[config.mk]
export PLATFORM = sky130hd
export DESIGN_NAME = tape_formatter_config_regs
export DESIGN_NICKNAME = d
export VERILOG_FILES = /design/src/tape_cfg_pkg.sv /design/src/tape_formatter_config_regs.sv
export SDC_FILE = /design/constraint.sdc
export NUM_CORES = 1
export LEC_CHECK = 0
export BUFFER_PORTS_ARGS = -buffer_cell sky130_fd_sc_hd__buf_2
export CAP_MARGIN = 25
export CORE_MARGIN = 4
export CORE_UTILIZATION = 48
export CTS_CLUSTER_DIAMETER = 200
export DETAILED_ROUTE_END_ITERATION = 10
export GPL_TIMING_DRIVEN = 0
export PLACE_DENSITY_LB_ADDON = 0.12
export SYNTH_ARGS = -nofsm -noshare
export SYNTH_HDL_FRONTEND = slang
export SYNTH_SLANG_ARGS = --single-unit
export TNS_END_PERCENT = 5
[constraint.sdc]
create_clock -name clk_sys -period 3.2 [get_ports clk_sys]
set_clock_uncertainty 0.05 [all_clocks]
set_input_delay 0.16 -clock clk_sys [delete_from_list [all_inputs] [get_ports clk_sys]]
set_output_delay 0.16 -clock clk_sys [all_outputs]
set_load 0.01 [all_outputs]
[src/tape_cfg_pkg.sv]
// Package of offsets, field positions and codes for the tape formatter registers.
package tape_cfg_pkg;
	// Register indices on the control bus (five-bit drive register address).
	localparam logic [4:0] REG_TYPE_INFO = 5'h06;
	localparam logic [4:0] REG_SERIAL = 5'h08;
	localparam logic [4:0] REG_SETTINGS = 5'h09;
	// Drive-type register bit positions.
	localparam int DT_NO_SECTOR = 15;
	localparam int DT_TAPE = 14;
	localparam int DT_MOVING_HEAD = 13;
	localparam int DT_SEVEN_TRACK = 12;
	localparam int DT_DUAL_PORT = 11;
	localparam int DT_SLAVE_PRESENT = 10;
	// Type code shown when no slave holds the select code.
	// The value is arbitrary.
	localparam logic [8:0] TYPE_NONE = 9'h0F5;
	// Tape-control register bit positions.
	localparam int TC_IDLE = 15;
	localparam int TC_FRAME = 14;
	localparam int TC_WRITTEN = 13;
	localparam int TC_ABORT = 12;
	localparam int TC_DEN_LSB = 8;
	localparam int TC_FMT_LSB = 4;
	localparam int TC_EVPAR = 3;
	// Writable mask of the tape-control register.
	localparam logic [15:0] TC_WMASK = 16'h17FF;
	// Density and format codes.
	localparam logic [2:0] DEN_NRZ_A = 3'h2;
	localparam logic [2:0] DEN_NRZ_B = 3'h3;
	localparam logic [2:0] DEN_PE = 3'h4;
	localparam logic [3:0] FORMAT_NORMAL = 4'hC;
	localparam logic [3:0] FORMAT_CORE_DUMP = 4'hD;
	localparam logic [3:0] FORMAT_FIFTEEN = 4'hE;
	// Character bit inverted to avoid an all-zero even-parity character.
	localparam int CHAR_FIX_BIT = 4;
	// Reset value of the writable settings fields.
	localparam logic [10:0] SETTINGS_RESET = 11'h000;

	typedef struct packed {
		logic wr;
		logic [4:0] addr;
		logic [15:0] wdata;
	} ctl_req_s;

	typedef struct packed {
		logic powered;
		logic assigned;
		logic seven_track;
		logic [8:0] type_code;
		logic [15:0] serial;
	} slave_info_s;
endpackage : tape_cfg_pkg

[src/tape_formatter_config_regs.sv]
// Identification and tape-control registers of the tape formatter.
`timescale 1ns/1ps
// Summary of operation
// RULE1: Type bit 15 always reads one.
// RULE2: Type bits 14=1, 13=0, 11=0.
// RULE3: Bit 12 set for seven-track slave.
// RULE4: Bit 10 set when slave powered, assigned.
// RULE5: Type field shows slave code or none.
// RULE6: Serial register shows four BCD digits.
// RULE7: Control bit 15 one while not transferring.
// RULE8: Frame status set on count write.
// RULE9: Space/write without frame status is rejected.
// RULE10: Written flag set by write, cleared by motion.
// RULE11: Written flag gates waiting for settle-down.
// RULE12: Host waits settle-down while flag set.
// RULE13: Abort bit stops transfer on errors.
// RULE14: Density codes select NRZI or PE.
// RULE15: Format codes select packing mode.
// RULE16: Bad format on transfer sets error.
// RULE17: NRZI parity even or odd by bit.
// RULE18: Even NRZI zero character becomes 020.
// RULE19: PE mode always uses odd parity.
// RULE20: Slave select picks the transport number.
// RULE21: Unused bits read zero, ignore writes.
module tape_formatter_config_regs (
	// Clock and reset.
	input wire logic clk_sys,
	input wire logic reset_n,
	// Drive clear or bus initialise.
	input wire logic drive_clear,
	// Control bus register access.
	input wire tape_cfg_pkg::ctl_req_s ctl_req,
	output logic [15:0] ctl_rdata,
	// Selected slave information.
	input wire tape_cfg_pkg::slave_info_s slave,
	output logic [2:0] slave_number,
	// Data path and command events.
	input wire logic xfer_active,
	input wire logic frame_count_write,
	input wire logic frame_count_overflow,
	input wire logic cmd_go,
	input wire logic cmd_space_or_write,
	input wire logic cmd_data_xfer,
	input wire logic cmd_motion,
	input wire logic settle_down,
	input wire logic bus_parity_err,
	input wire logic crc_correct_err,
	input wire logic lrc_format_err,
	input wire logic vertical_parity_err,
	// Write character path.
	input wire logic [7:0] char_in,
	output logic [8:0] char_out,
	// Mode and result outputs.
	output logic pe_mode,
	output logic [1:0] format_mode,
	output logic nonexec_flag,
	output logic format_err,
	output logic xfer_abort,
	output logic wait_settle
);
	import tape_cfg_pkg::*;

	logic [10:0] set_r;
	logic fcs_r;
	logic written_r;
	logic [15:0] rdata_nxt;
	logic [8:0] char_nxt;

	logic abort_bit_r;
	wire [2:0] density_field;
	wire [3:0] format_field;
	wire even_parity_sel;
	wire abort_on_xfer_error;
	wire wr_settings;
	wire slave_present;
	wire is_pe;
	wire format_ok;
	wire any_err;
	wire odd_par;
	wire par_bit;
	wire zero_fix;
	wire [15:0] type_word;
	wire [15:0] tc_word;

	assign density_field = set_r[10:8];
	assign format_field = set_r[7:4];
	assign even_parity_sel = set_r[TC_EVPAR];
	assign abort_on_xfer_error = abort_bit_r;
	assign wr_settings = ctl_req.wr && ctl_req.addr == REG_SETTINGS;
	assign slave_present = slave.powered && slave.assigned; // RULE4
	// Only the top density bit picks the mode, so reserved codes 5 to 7 run as PE and codes 0 and 1 as NRZI.
	assign is_pe = density_field[2]; // RULE19
	assign format_ok = format_field == FORMAT_NORMAL ||
		format_field == FORMAT_CORE_DUMP || format_field == FORMAT_FIFTEEN;
	assign any_err = bus_parity_err | crc_correct_err | lrc_format_err |
		vertical_parity_err;
	assign odd_par = ~^char_in;
	assign par_bit = (is_pe || !even_parity_sel) ? odd_par : ~odd_par;
	assign zero_fix = !is_pe && even_parity_sel && char_in == 8'h00;
	assign type_word = {1'b1, 1'b1, 1'b0, slave_present &&
		slave.seven_track, 1'b0, slave_present, 1'b0,
		slave_present ? slave.type_code : TYPE_NONE};
	assign tc_word = {!xfer_active, fcs_r, written_r, abort_bit_r,
		1'b0, set_r[10:0] & 11'h7FF};

	function automatic logic [15:0] read_mux(input logic [4:0] a,
		input logic [15:0] t, input logic [15:0] s, input logic [15:0] c);
		case (a)
			REG_TYPE_INFO: read_mux = t;
			REG_SERIAL: read_mux = s;
			REG_SETTINGS: read_mux = c;
			default: read_mux = 16'h0000;
		endcase
	endfunction : read_mux

	assign rdata_nxt = read_mux(ctl_req.addr, type_word, slave.serial,
		tc_word); // RULE1 RULE2 RULE3 RULE4 RULE5 RULE6 RULE7 RULE21
	assign char_nxt = zero_fix ? {1'b1, 8'h10} : {par_bit, char_in}; // RULE17 RULE18 RULE19

	// Density, format, parity and slave select survive drive clear.
	always_ff @(posedge clk_sys or negedge reset_n) begin
		if (!reset_n) begin
			set_r <= SETTINGS_RESET;
			abort_bit_r <= 1'b0;
		end else if (wr_settings) begin
			set_r <= ctl_req.wdata[10:0]; // RULE14 RULE15 RULE20
			abort_bit_r <= ctl_req.wdata[TC_ABORT];
		end
	end

	// Set wins over clear so a count write is never lost.
	always_ff @(posedge clk_sys or negedge reset_n) begin
		if (!reset_n) begin
			fcs_r <= 1'b0;
		end else if (frame_count_write) begin
			fcs_r <= 1'b1; // RULE8
		end else if (frame_count_overflow || drive_clear) begin
			fcs_r <= 1'b0; // RULE8
		end
	end

	always_ff @(posedge clk_sys or negedge reset_n) begin
		if (!reset_n) begin
			written_r <= 1'b0;
		end else if (wr_settings) begin
			written_r <= 1'b1; // RULE10
		end else if (cmd_go && cmd_motion) begin
			written_r <= 1'b0; // RULE10
		end
	end

	always_ff @(posedge clk_sys or negedge reset_n) begin
		if (!reset_n) begin
			ctl_rdata <= 16'h0000;
			char_out <= 9'h000;
			slave_number <= 3'h0;
			pe_mode <= 1'b0;
			format_mode <= 2'h0;
			nonexec_flag <= 1'b0;
			format_err <= 1'b0;
			xfer_abort <= 1'b0;
			wait_settle <= 1'b0;
		end else begin
			ctl_rdata <= rdata_nxt;
			char_out <= char_nxt;
			slave_number <= set_r[2:0];
			pe_mode <= density_field[2]; // RULE19
			format_mode <= format_field[1:0]; // RULE15
			nonexec_flag <= cmd_go && cmd_space_or_write && !fcs_r; // RULE9
			format_err <= cmd_go && cmd_data_xfer && !format_ok; // RULE16
			xfer_abort <= abort_on_xfer_error && xfer_active && any_err; // RULE13
			wait_settle <= written_r && settle_down; // RULE11
		end
	end

	AST_NO_SECTOR: assert property ( // RULE1
		@(posedge clk_sys) disable iff (!reset_n)
		ctl_req.addr == REG_TYPE_INFO |=> ctl_rdata[DT_NO_SECTOR])
		else $error("type bit 15 not one");

	AST_FIXED: assert property ( // RULE2
		@(posedge clk_sys) disable iff (!reset_n)
		ctl_req.addr == REG_TYPE_INFO |=> ctl_rdata[DT_TAPE] &&
		!ctl_rdata[DT_MOVING_HEAD] && !ctl_rdata[DT_DUAL_PORT])
		else $error("fixed type bits wrong");

	AST_SEVEN_TRACK: assert property ( // RULE3
		@(posedge clk_sys) disable iff (!reset_n)
		ctl_req.addr == REG_TYPE_INFO |=> ctl_rdata[DT_SEVEN_TRACK] ==
		$past(slave_present && slave.seven_track))
		else $error("seven-track bit wrong");

	AST_PRESENT: assert property ( // RULE4
		@(posedge clk_sys) disable iff (!reset_n)
		ctl_req.addr == REG_TYPE_INFO |=>
		ctl_rdata[DT_SLAVE_PRESENT] == $past(slave_present))
		else $error("slave present bit wrong");

	AST_TYPE_CODE: assert property ( // RULE5
		@(posedge clk_sys) disable iff (!reset_n)
		ctl_req.addr == REG_TYPE_INFO |=> ctl_rdata[8:0] ==
		$past(slave_present ? slave.type_code : TYPE_NONE))
		else $error("type code wrong");

	AST_SERIAL: assert property ( // RULE6
		@(posedge clk_sys) disable iff (!reset_n)
		ctl_req.addr == REG_SERIAL |=> ctl_rdata == $past(slave.serial))
		else $error("serial digits wrong");

	AST_IDLE: assert property ( // RULE7
		@(posedge clk_sys) disable iff (!reset_n)
		ctl_req.addr == REG_SETTINGS |=>
		ctl_rdata[TC_IDLE] == !$past(xfer_active))
		else $error("idle bit wrong");

	AST_SPARE_TYPE: assert property ( // RULE21
		@(posedge clk_sys) disable iff (!reset_n)
		ctl_req.addr == REG_TYPE_INFO |=> !ctl_rdata[9])
		else $error("unused type bit set");

	AST_SPARE_SETTINGS: assert property ( // RULE21
		@(posedge clk_sys) disable iff (!reset_n)
		ctl_req.addr == REG_SETTINGS |=> !ctl_rdata[11])
		else $error("unused control bit set");

	AST_FRAME_SET: assert property ( // RULE8
		@(posedge clk_sys) disable iff (!reset_n)
		frame_count_write |=> fcs_r)
		else $error("frame status not set");

	AST_FRAME_CLEAR: assert property ( // RULE8
		@(posedge clk_sys) disable iff (!reset_n)
		!frame_count_write && (frame_count_overflow || drive_clear) |=> !fcs_r)
		else $error("frame status not cleared");

	AST_NONEXEC: assert property ( // RULE9
		@(posedge clk_sys) disable iff (!reset_n)
		cmd_go && cmd_space_or_write && !fcs_r |=> nonexec_flag)
		else $error("nonexec not flagged");

	AST_WRITTEN: assert property ( // RULE10
		@(posedge clk_sys) disable iff (!reset_n)
		wr_settings |=> written_r)
		else $error("written flag not set");

	AST_WRITTEN_CLEAR: assert property ( // RULE10
		@(posedge clk_sys) disable iff (!reset_n)
		!wr_settings && cmd_go && cmd_motion |=> !written_r)
		else $error("written flag not cleared");

	AST_SETTLE: assert property ( // RULE11
		@(posedge clk_sys) disable iff (!reset_n)
		written_r && settle_down |=> wait_settle)
		else $error("settle wait missed");

	AST_NO_SETTLE: assert property ( // RULE11
		@(posedge clk_sys) disable iff (!reset_n)
		!written_r |=> !wait_settle)
		else $error("settle wait without write");

	AST_ABORT: assert property ( // RULE13
		@(posedge clk_sys) disable iff (!reset_n)
		abort_bit_r && xfer_active && bus_parity_err |=> xfer_abort)
		else $error("no abort on error");

	AST_ABORT_ANY: assert property ( // RULE13
		@(posedge clk_sys) disable iff (!reset_n)
		abort_bit_r && xfer_active && any_err |=> xfer_abort)
		else $error("no abort on any error");

	AST_NO_ABORT: assert property ( // RULE13
		@(posedge clk_sys) disable iff (!reset_n)
		!abort_bit_r |=> !xfer_abort)
		else $error("abort while disabled");

	AST_DENSITY: assert property ( // RULE14
		@(posedge clk_sys) disable iff (!reset_n)
		wr_settings |=> density_field == $past(ctl_req.wdata[10:8]))
		else $error("density not stored");

	AST_KEEP: assert property ( // RULE14 RULE20
		@(posedge clk_sys) disable iff (!reset_n)
		drive_clear && !wr_settings |=> $stable(set_r))
		else $error("settings changed by clear");

	AST_FORMAT_MODE: assert property ( // RULE15
		@(posedge clk_sys) disable iff (!reset_n)
		!wr_settings |=> format_mode == format_field[1:0])
		else $error("format mode wrong");

	AST_BAD_FORMAT: assert property ( // RULE16
		@(posedge clk_sys) disable iff (!reset_n)
		cmd_go && cmd_data_xfer && format_field == 4'h0 |=> format_err)
		else $error("format error missed");

	AST_GOOD_FORMAT: assert property ( // RULE16
		@(posedge clk_sys) disable iff (!reset_n)
		cmd_go && cmd_data_xfer && format_ok |=> !format_err)
		else $error("format error on good code");

	AST_PARITY: assert property ( // RULE17
		@(posedge clk_sys) disable iff (!reset_n)
		1'b1 |=> (^char_out) == $past(is_pe || !even_parity_sel))
		else $error("character parity wrong");

	AST_ZERO: assert property ( // RULE18
		@(posedge clk_sys) disable iff (!reset_n)
		!is_pe && even_parity_sel && char_in == 8'h00 |=> char_out == 9'h110)
		else $error("zero char not fixed");

	AST_PE_MODE: assert property ( // RULE19
		@(posedge clk_sys) disable iff (!reset_n)
		!wr_settings |=> pe_mode == density_field[2])
		else $error("pe mode wrong");

	AST_PE_ODD: assert property ( // RULE19
		@(posedge clk_sys) disable iff (!reset_n)
		is_pe |=> ^char_out)
		else $error("pe parity not odd");

	AST_SELECT: assert property ( // RULE20
		@(posedge clk_sys) disable iff (!reset_n)
		!wr_settings |=> slave_number == set_r[2:0])
		else $error("slave number wrong");

	COV_WR: cover property (@(posedge clk_sys) wr_settings);
	COV_NONEXEC: cover property (@(posedge clk_sys) nonexec_flag);
	COV_ABORT: cover property (@(posedge clk_sys) xfer_abort);
	COV_FORMAT_ERR: cover property (@(posedge clk_sys) format_err);
	COV_WAIT: cover property (@(posedge clk_sys) wait_settle);
endmodule : tape_formatter_config_regs

==> out/summary.txt <==
===============================================================================
Synthesis-to-finish area growth ..................................       34.45%
Max-Cap Viols ....................................................            0
Sum Neg Setup Slack ..............................................         0 ps
Top-Level Pins ...................................................          108
Maximum number of pins on one net before global-route repair .....           27
Register bit count reported by yosys .............................           49
Worst reg2reg setup slack ........................................      1940 ps
Cell-by-cell listing of the critical path ........................ buf_2, or4b_1, buf_6, nor2_8, buf_12, mux2_4
Post-Synthesis Net Count .........................................          232
Number of global-route vias before repair ........................         1600
GRT overflow .....................................................            0
Leakage power figure .............................................  0.001536 µW
DRC viols ........................................................            0
TritonCTS buffer count ...........................................            5
Arr. time, crit path .............................................      1590 ps
Class of the tightest hold or removal check ...................... input pin to flop
Synth cell types .................................................           28
Routed wire length ...............................................      4770 µm
Reg2Reg Launch Point .............................................    set_r[10]
Initial drt markers ..............................................           93
Launch point of the critical path ................................  ctl_req[17]
Wire length of the first global-routing pass .....................      7396 µm
TritonCTS clock tree .............................................        built
Nature of the critical path endpoint .............................         flop
Number of setup buffers added after CTS ..........................            0
Unrepaired setup endpoints after global routing ..................        false
Final RePlAce weighted congestion ................................       0.7124
Sum of net half-perimeters after detailed placement ..............      3672 µm
Kind of critical path ............................................ input pin to flop
Required time of the critical path ...............................      3340 ps
Initial Util .....................................................       50.12%
Capture point of the worst reg-to-reg path .......................  char_out[0]
Drt first pass iters .............................................            4
Result of the run ................................................    completed
Peak supply drop .................................................  0.0002819 V
Share of the cycle needed by the critical path after routing .....       45.35%
Count of nets after finishing ....................................          344
Clock latency on the worst-skew pair .............................       300 ps
Slowest stage cell on the critical path .......................... sky130_fd_sc_hd__or4b_1
Die footprint .................................................... 0.005309 mm²
Final-report max-slew violation count ............................            0
Via density ......................................................        4.906
Number of warnings printed during yosys synthesis ................            0
Antenna violation net count after detailed routing ...............            0
Final hold violation count .......................................            0
Max FO, Critical Path ............................................           10
Fmax .............................................................   0.6892 GHz
Number of buffers inserted by port buffering .....................          102
Root buffer cell ................................................. sky130_fd_sc_hd__clkbuf_8
Seq/Total Area, Yosys ............................................       60.72%
Capture point of the worst path ..................................     set_r[8]
Number of cells traversed by the worst register-to-register path .            3
Number of placement rows .........................................           23
Max stage delay on crit path .....................................       540 ps
Level count of the clock H-tree ..................................            2
Aggregate global-route resource usage ............................       18.77%
Average cell area after synthesis ................................    13.03 µm²
Max transition margin ............................................       45.76%
Fraction of final layout cells sized beyond drive strength 1 .....       47.01%
Power density of the placed cells ................................ 478.0 mW/mm²
Total vias in the final route ....................................         1560
Actual transition at the worst max-transition pin ................     813.7 ps
Die span in y ....................................................     72.86 µm
Count of inserted antenna diode cells ............................            0
Horiz. Die Dim ...................................................     72.86 µm
Final setup vio count ............................................            0
Cell count after synthesis .......................................          155
Clock-pin transition on the worst setup and hold timing paths ....        90 ps
Sink count of the clock tree .....................................           49
Critical Path Start Type .........................................    input pin
Initial antenna violation count ..................................            0
Total standard cell area after synthesis ......................... 0.002019 mm²
Fillers ..........................................................          347
Hold Worst Slack .................................................     23.83 ps
Core region area ................................................. 0.004029 mm²
Time the worst path needs with I/O delays and setup ..............      1451 ps
Maximum number of buffers from clock root to sink ................            2
Avg WL per Cell ..................................................     15.00 µm
===============================================================================
[flip-flops by register name, summed over array words and instances, names as in the netlist]
register,cells
xfer_abort,1
abort_bit_r,1
written_r,1
pe_mode,1
fcs_r,1
nonexec_flag,1
wait_settle,1
format_err,1
format_mode,2
slave_number,3
set_r,11
char_out,9
ctl_rdata,16
[layout by cell type, fill, tap and decap left out, drive strengths merged]
cell type | Yosys | routed
a21o | 2 | 2
a31oi | 1 | 1
and2 | 1 | 1
buf | 4 | 107
clkbuf | 2 | 8
clkinv | 0 | 2
dfrtp | 49 | 49
dlygate4sd3 | 0 | 2
ha | 4 | 4
inv | 9 | 9
mux2 | 12 | 12
mux2i | 15 | 15
nand2 | 8 | 8
nand2b | 1 | 1
nand3 | 4 | 4
nand4 | 1 | 1
nor2 | 20 | 20
nor3b | 1 | 1
nor4 | 1 | 1
nor4b | 1 | 1
o21ai | 4 | 4
o22ai | 11 | 11
or4b | 1 | 1
xnor2 | 2 | 2
xnor3 | 1 | 1
[area by class of cell]
class / count / area (µm²) / area share (%)
multi-input combinational: 91 / 711.9 / 26.22
tap: 50 / 62.56 / 2.304
buffer: 6 / 47.55 / 1.751
inverter: 9 / 33.78 / 1.244
timing repair buffer: 105 / 550.5 / 20.28
clock buffer: 6 / 72.57 / 2.673
sequential: 49 / 1226 / 45.16
clock inverter: 2 / 10.01 / 0.3687
[stage by stage]
| step | instance area (µm²) | utilization (%) | total power, µW | cells | setup WS, ps |
|---|---|---|---|---|---|
| after floorplan | 2019 | - | 849.1 | 155 | 1621 |
| after global placement | 2592 | 64.35 | 956.5 | 307 | 1431 |
| after detailed placement | 2613 | 64.84 | 964.3 | 308 | 1442 |
| after CTS | 2715 | 67.39 | 1307 | 318 | 1742 |
| after global routing | 2715 | 67.39 | 1365 | 318 | 1725 |
| final | 2715 | 67.39 | 1298 | 318 | 1749 |
[power breakdown]
group          switching [µW]  total, µW  internal, µW
registers                31.4        713           682
clock network             196        348           152
logic                     105        237           132
[layer usage]
metal  track usage [%]  wire [µm]  vias to the layer above
met4             4.918         49                        0
met5                 0          0                        -
li1                  -          -                      753
met1             22.29       1921                      735
met2             32.97       2400                       65
met3             5.785        398                        7
[logic make-up (layout without fill, tap and decap cells)]
| logic type | Yosys count | in the layout | synth area share [%] |
|---|---|---|---|
| XOR/XNOR | 3 | 3 | 1.983 |
| flip-flops | 49 | 49 | 60.72 |
| buffers and inverters | 15 | 128 | 4.027 |
| AO/OA/AOI/OAI | 18 | 18 | 5.453 |
| adder cells (fa/ha/maj) | 4 | 4 | 2.478 |
| AND/OR/NAND/NOR | 39 | 39 | 9.543 |
| multiplexers | 27 | 27 | 15.80 |
[synthesized netlist by cell type]
cell,n,share of area (%)
sky130_fd_sc_hd__xnor2_1,2,0.87
sky130_fd_sc_hd__o21ai_0,4,0.99
sky130_fd_sc_hd__buf_6,1,0.56
sky130_fd_sc_hd__ha_1,4,2.5
sky130_fd_sc_hd__a31oi_1,1,0.31
sky130_fd_sc_hd__inv_1,9,1.7
sky130_fd_sc_hd__nor4b_1,1,0.43
sky130_fd_sc_hd__clkbuf_1,2,0.37
sky130_fd_sc_hd__nand2b_1,1,0.31
sky130_fd_sc_hd__xnor3_1,1,1.1
sky130_fd_sc_hd__nor2_1,19,3.5
sky130_fd_sc_hd__and2_1,1,0.31
sky130_fd_sc_hd__nor2_8,1,0.99
sky130_fd_sc_hd__buf_2,1,0.25
sky130_fd_sc_hd__dfrtp_1,49,61
sky130_fd_sc_hd__nand3_1,4,0.99
sky130_fd_sc_hd__or4b_1,1,0.50
sky130_fd_sc_hd__nor3b_1,1,0.37
sky130_fd_sc_hd__o22ai_1,11,3.4
sky130_fd_sc_hd__mux2_2,3,1.7
sky130_fd_sc_hd__mux2_4,9,6.7
sky130_fd_sc_hd__nand4_1,1,0.31
sky130_fd_sc_hd__nand2_1,8,1.5
sky130_fd_sc_hd__buf_12,1,0.99
sky130_fd_sc_hd__buf_1,1,0.19
sky130_fd_sc_hd__nor4_1,1,0.31
sky130_fd_sc_hd__a21o_1,2,0.74
sky130_fd_sc_hd__mux2i_1,15,7.4
[worst max-delay path: cells and delay by family]
family | cells | cell delay (ps)
and+or+nand+nor | 2 | 680
buffers and inverters | 3 | 440
muxes | 1 | 310
[worst min-delay path by stage]
stage / endpoint / slack, ps / cells past startpoint / start
final: nonexec_flag / 20 / 3 / cmd_space_or_write
after floorplan: abort_bit_r / -190 / 0 / reset_n
after global placement: fcs_r / 300 / 2 / frame_count_write
after global routing: nonexec_flag / 20 / 3 / cmd_space_or_write
after CTS: nonexec_flag / 20 / 3 / cmd_space_or_write
after detailed placement: nonexec_flag / 130 / 1 / reset_n
[what timing repair did]
action,4_1_cts,5_1_grt
setup endpoints to repair,0,0
hold buffers,2,0
endpoints found under the hold margin,24,0
resized for setup,0,0
No activity file was read; power rests on OpenSTA's default activity.
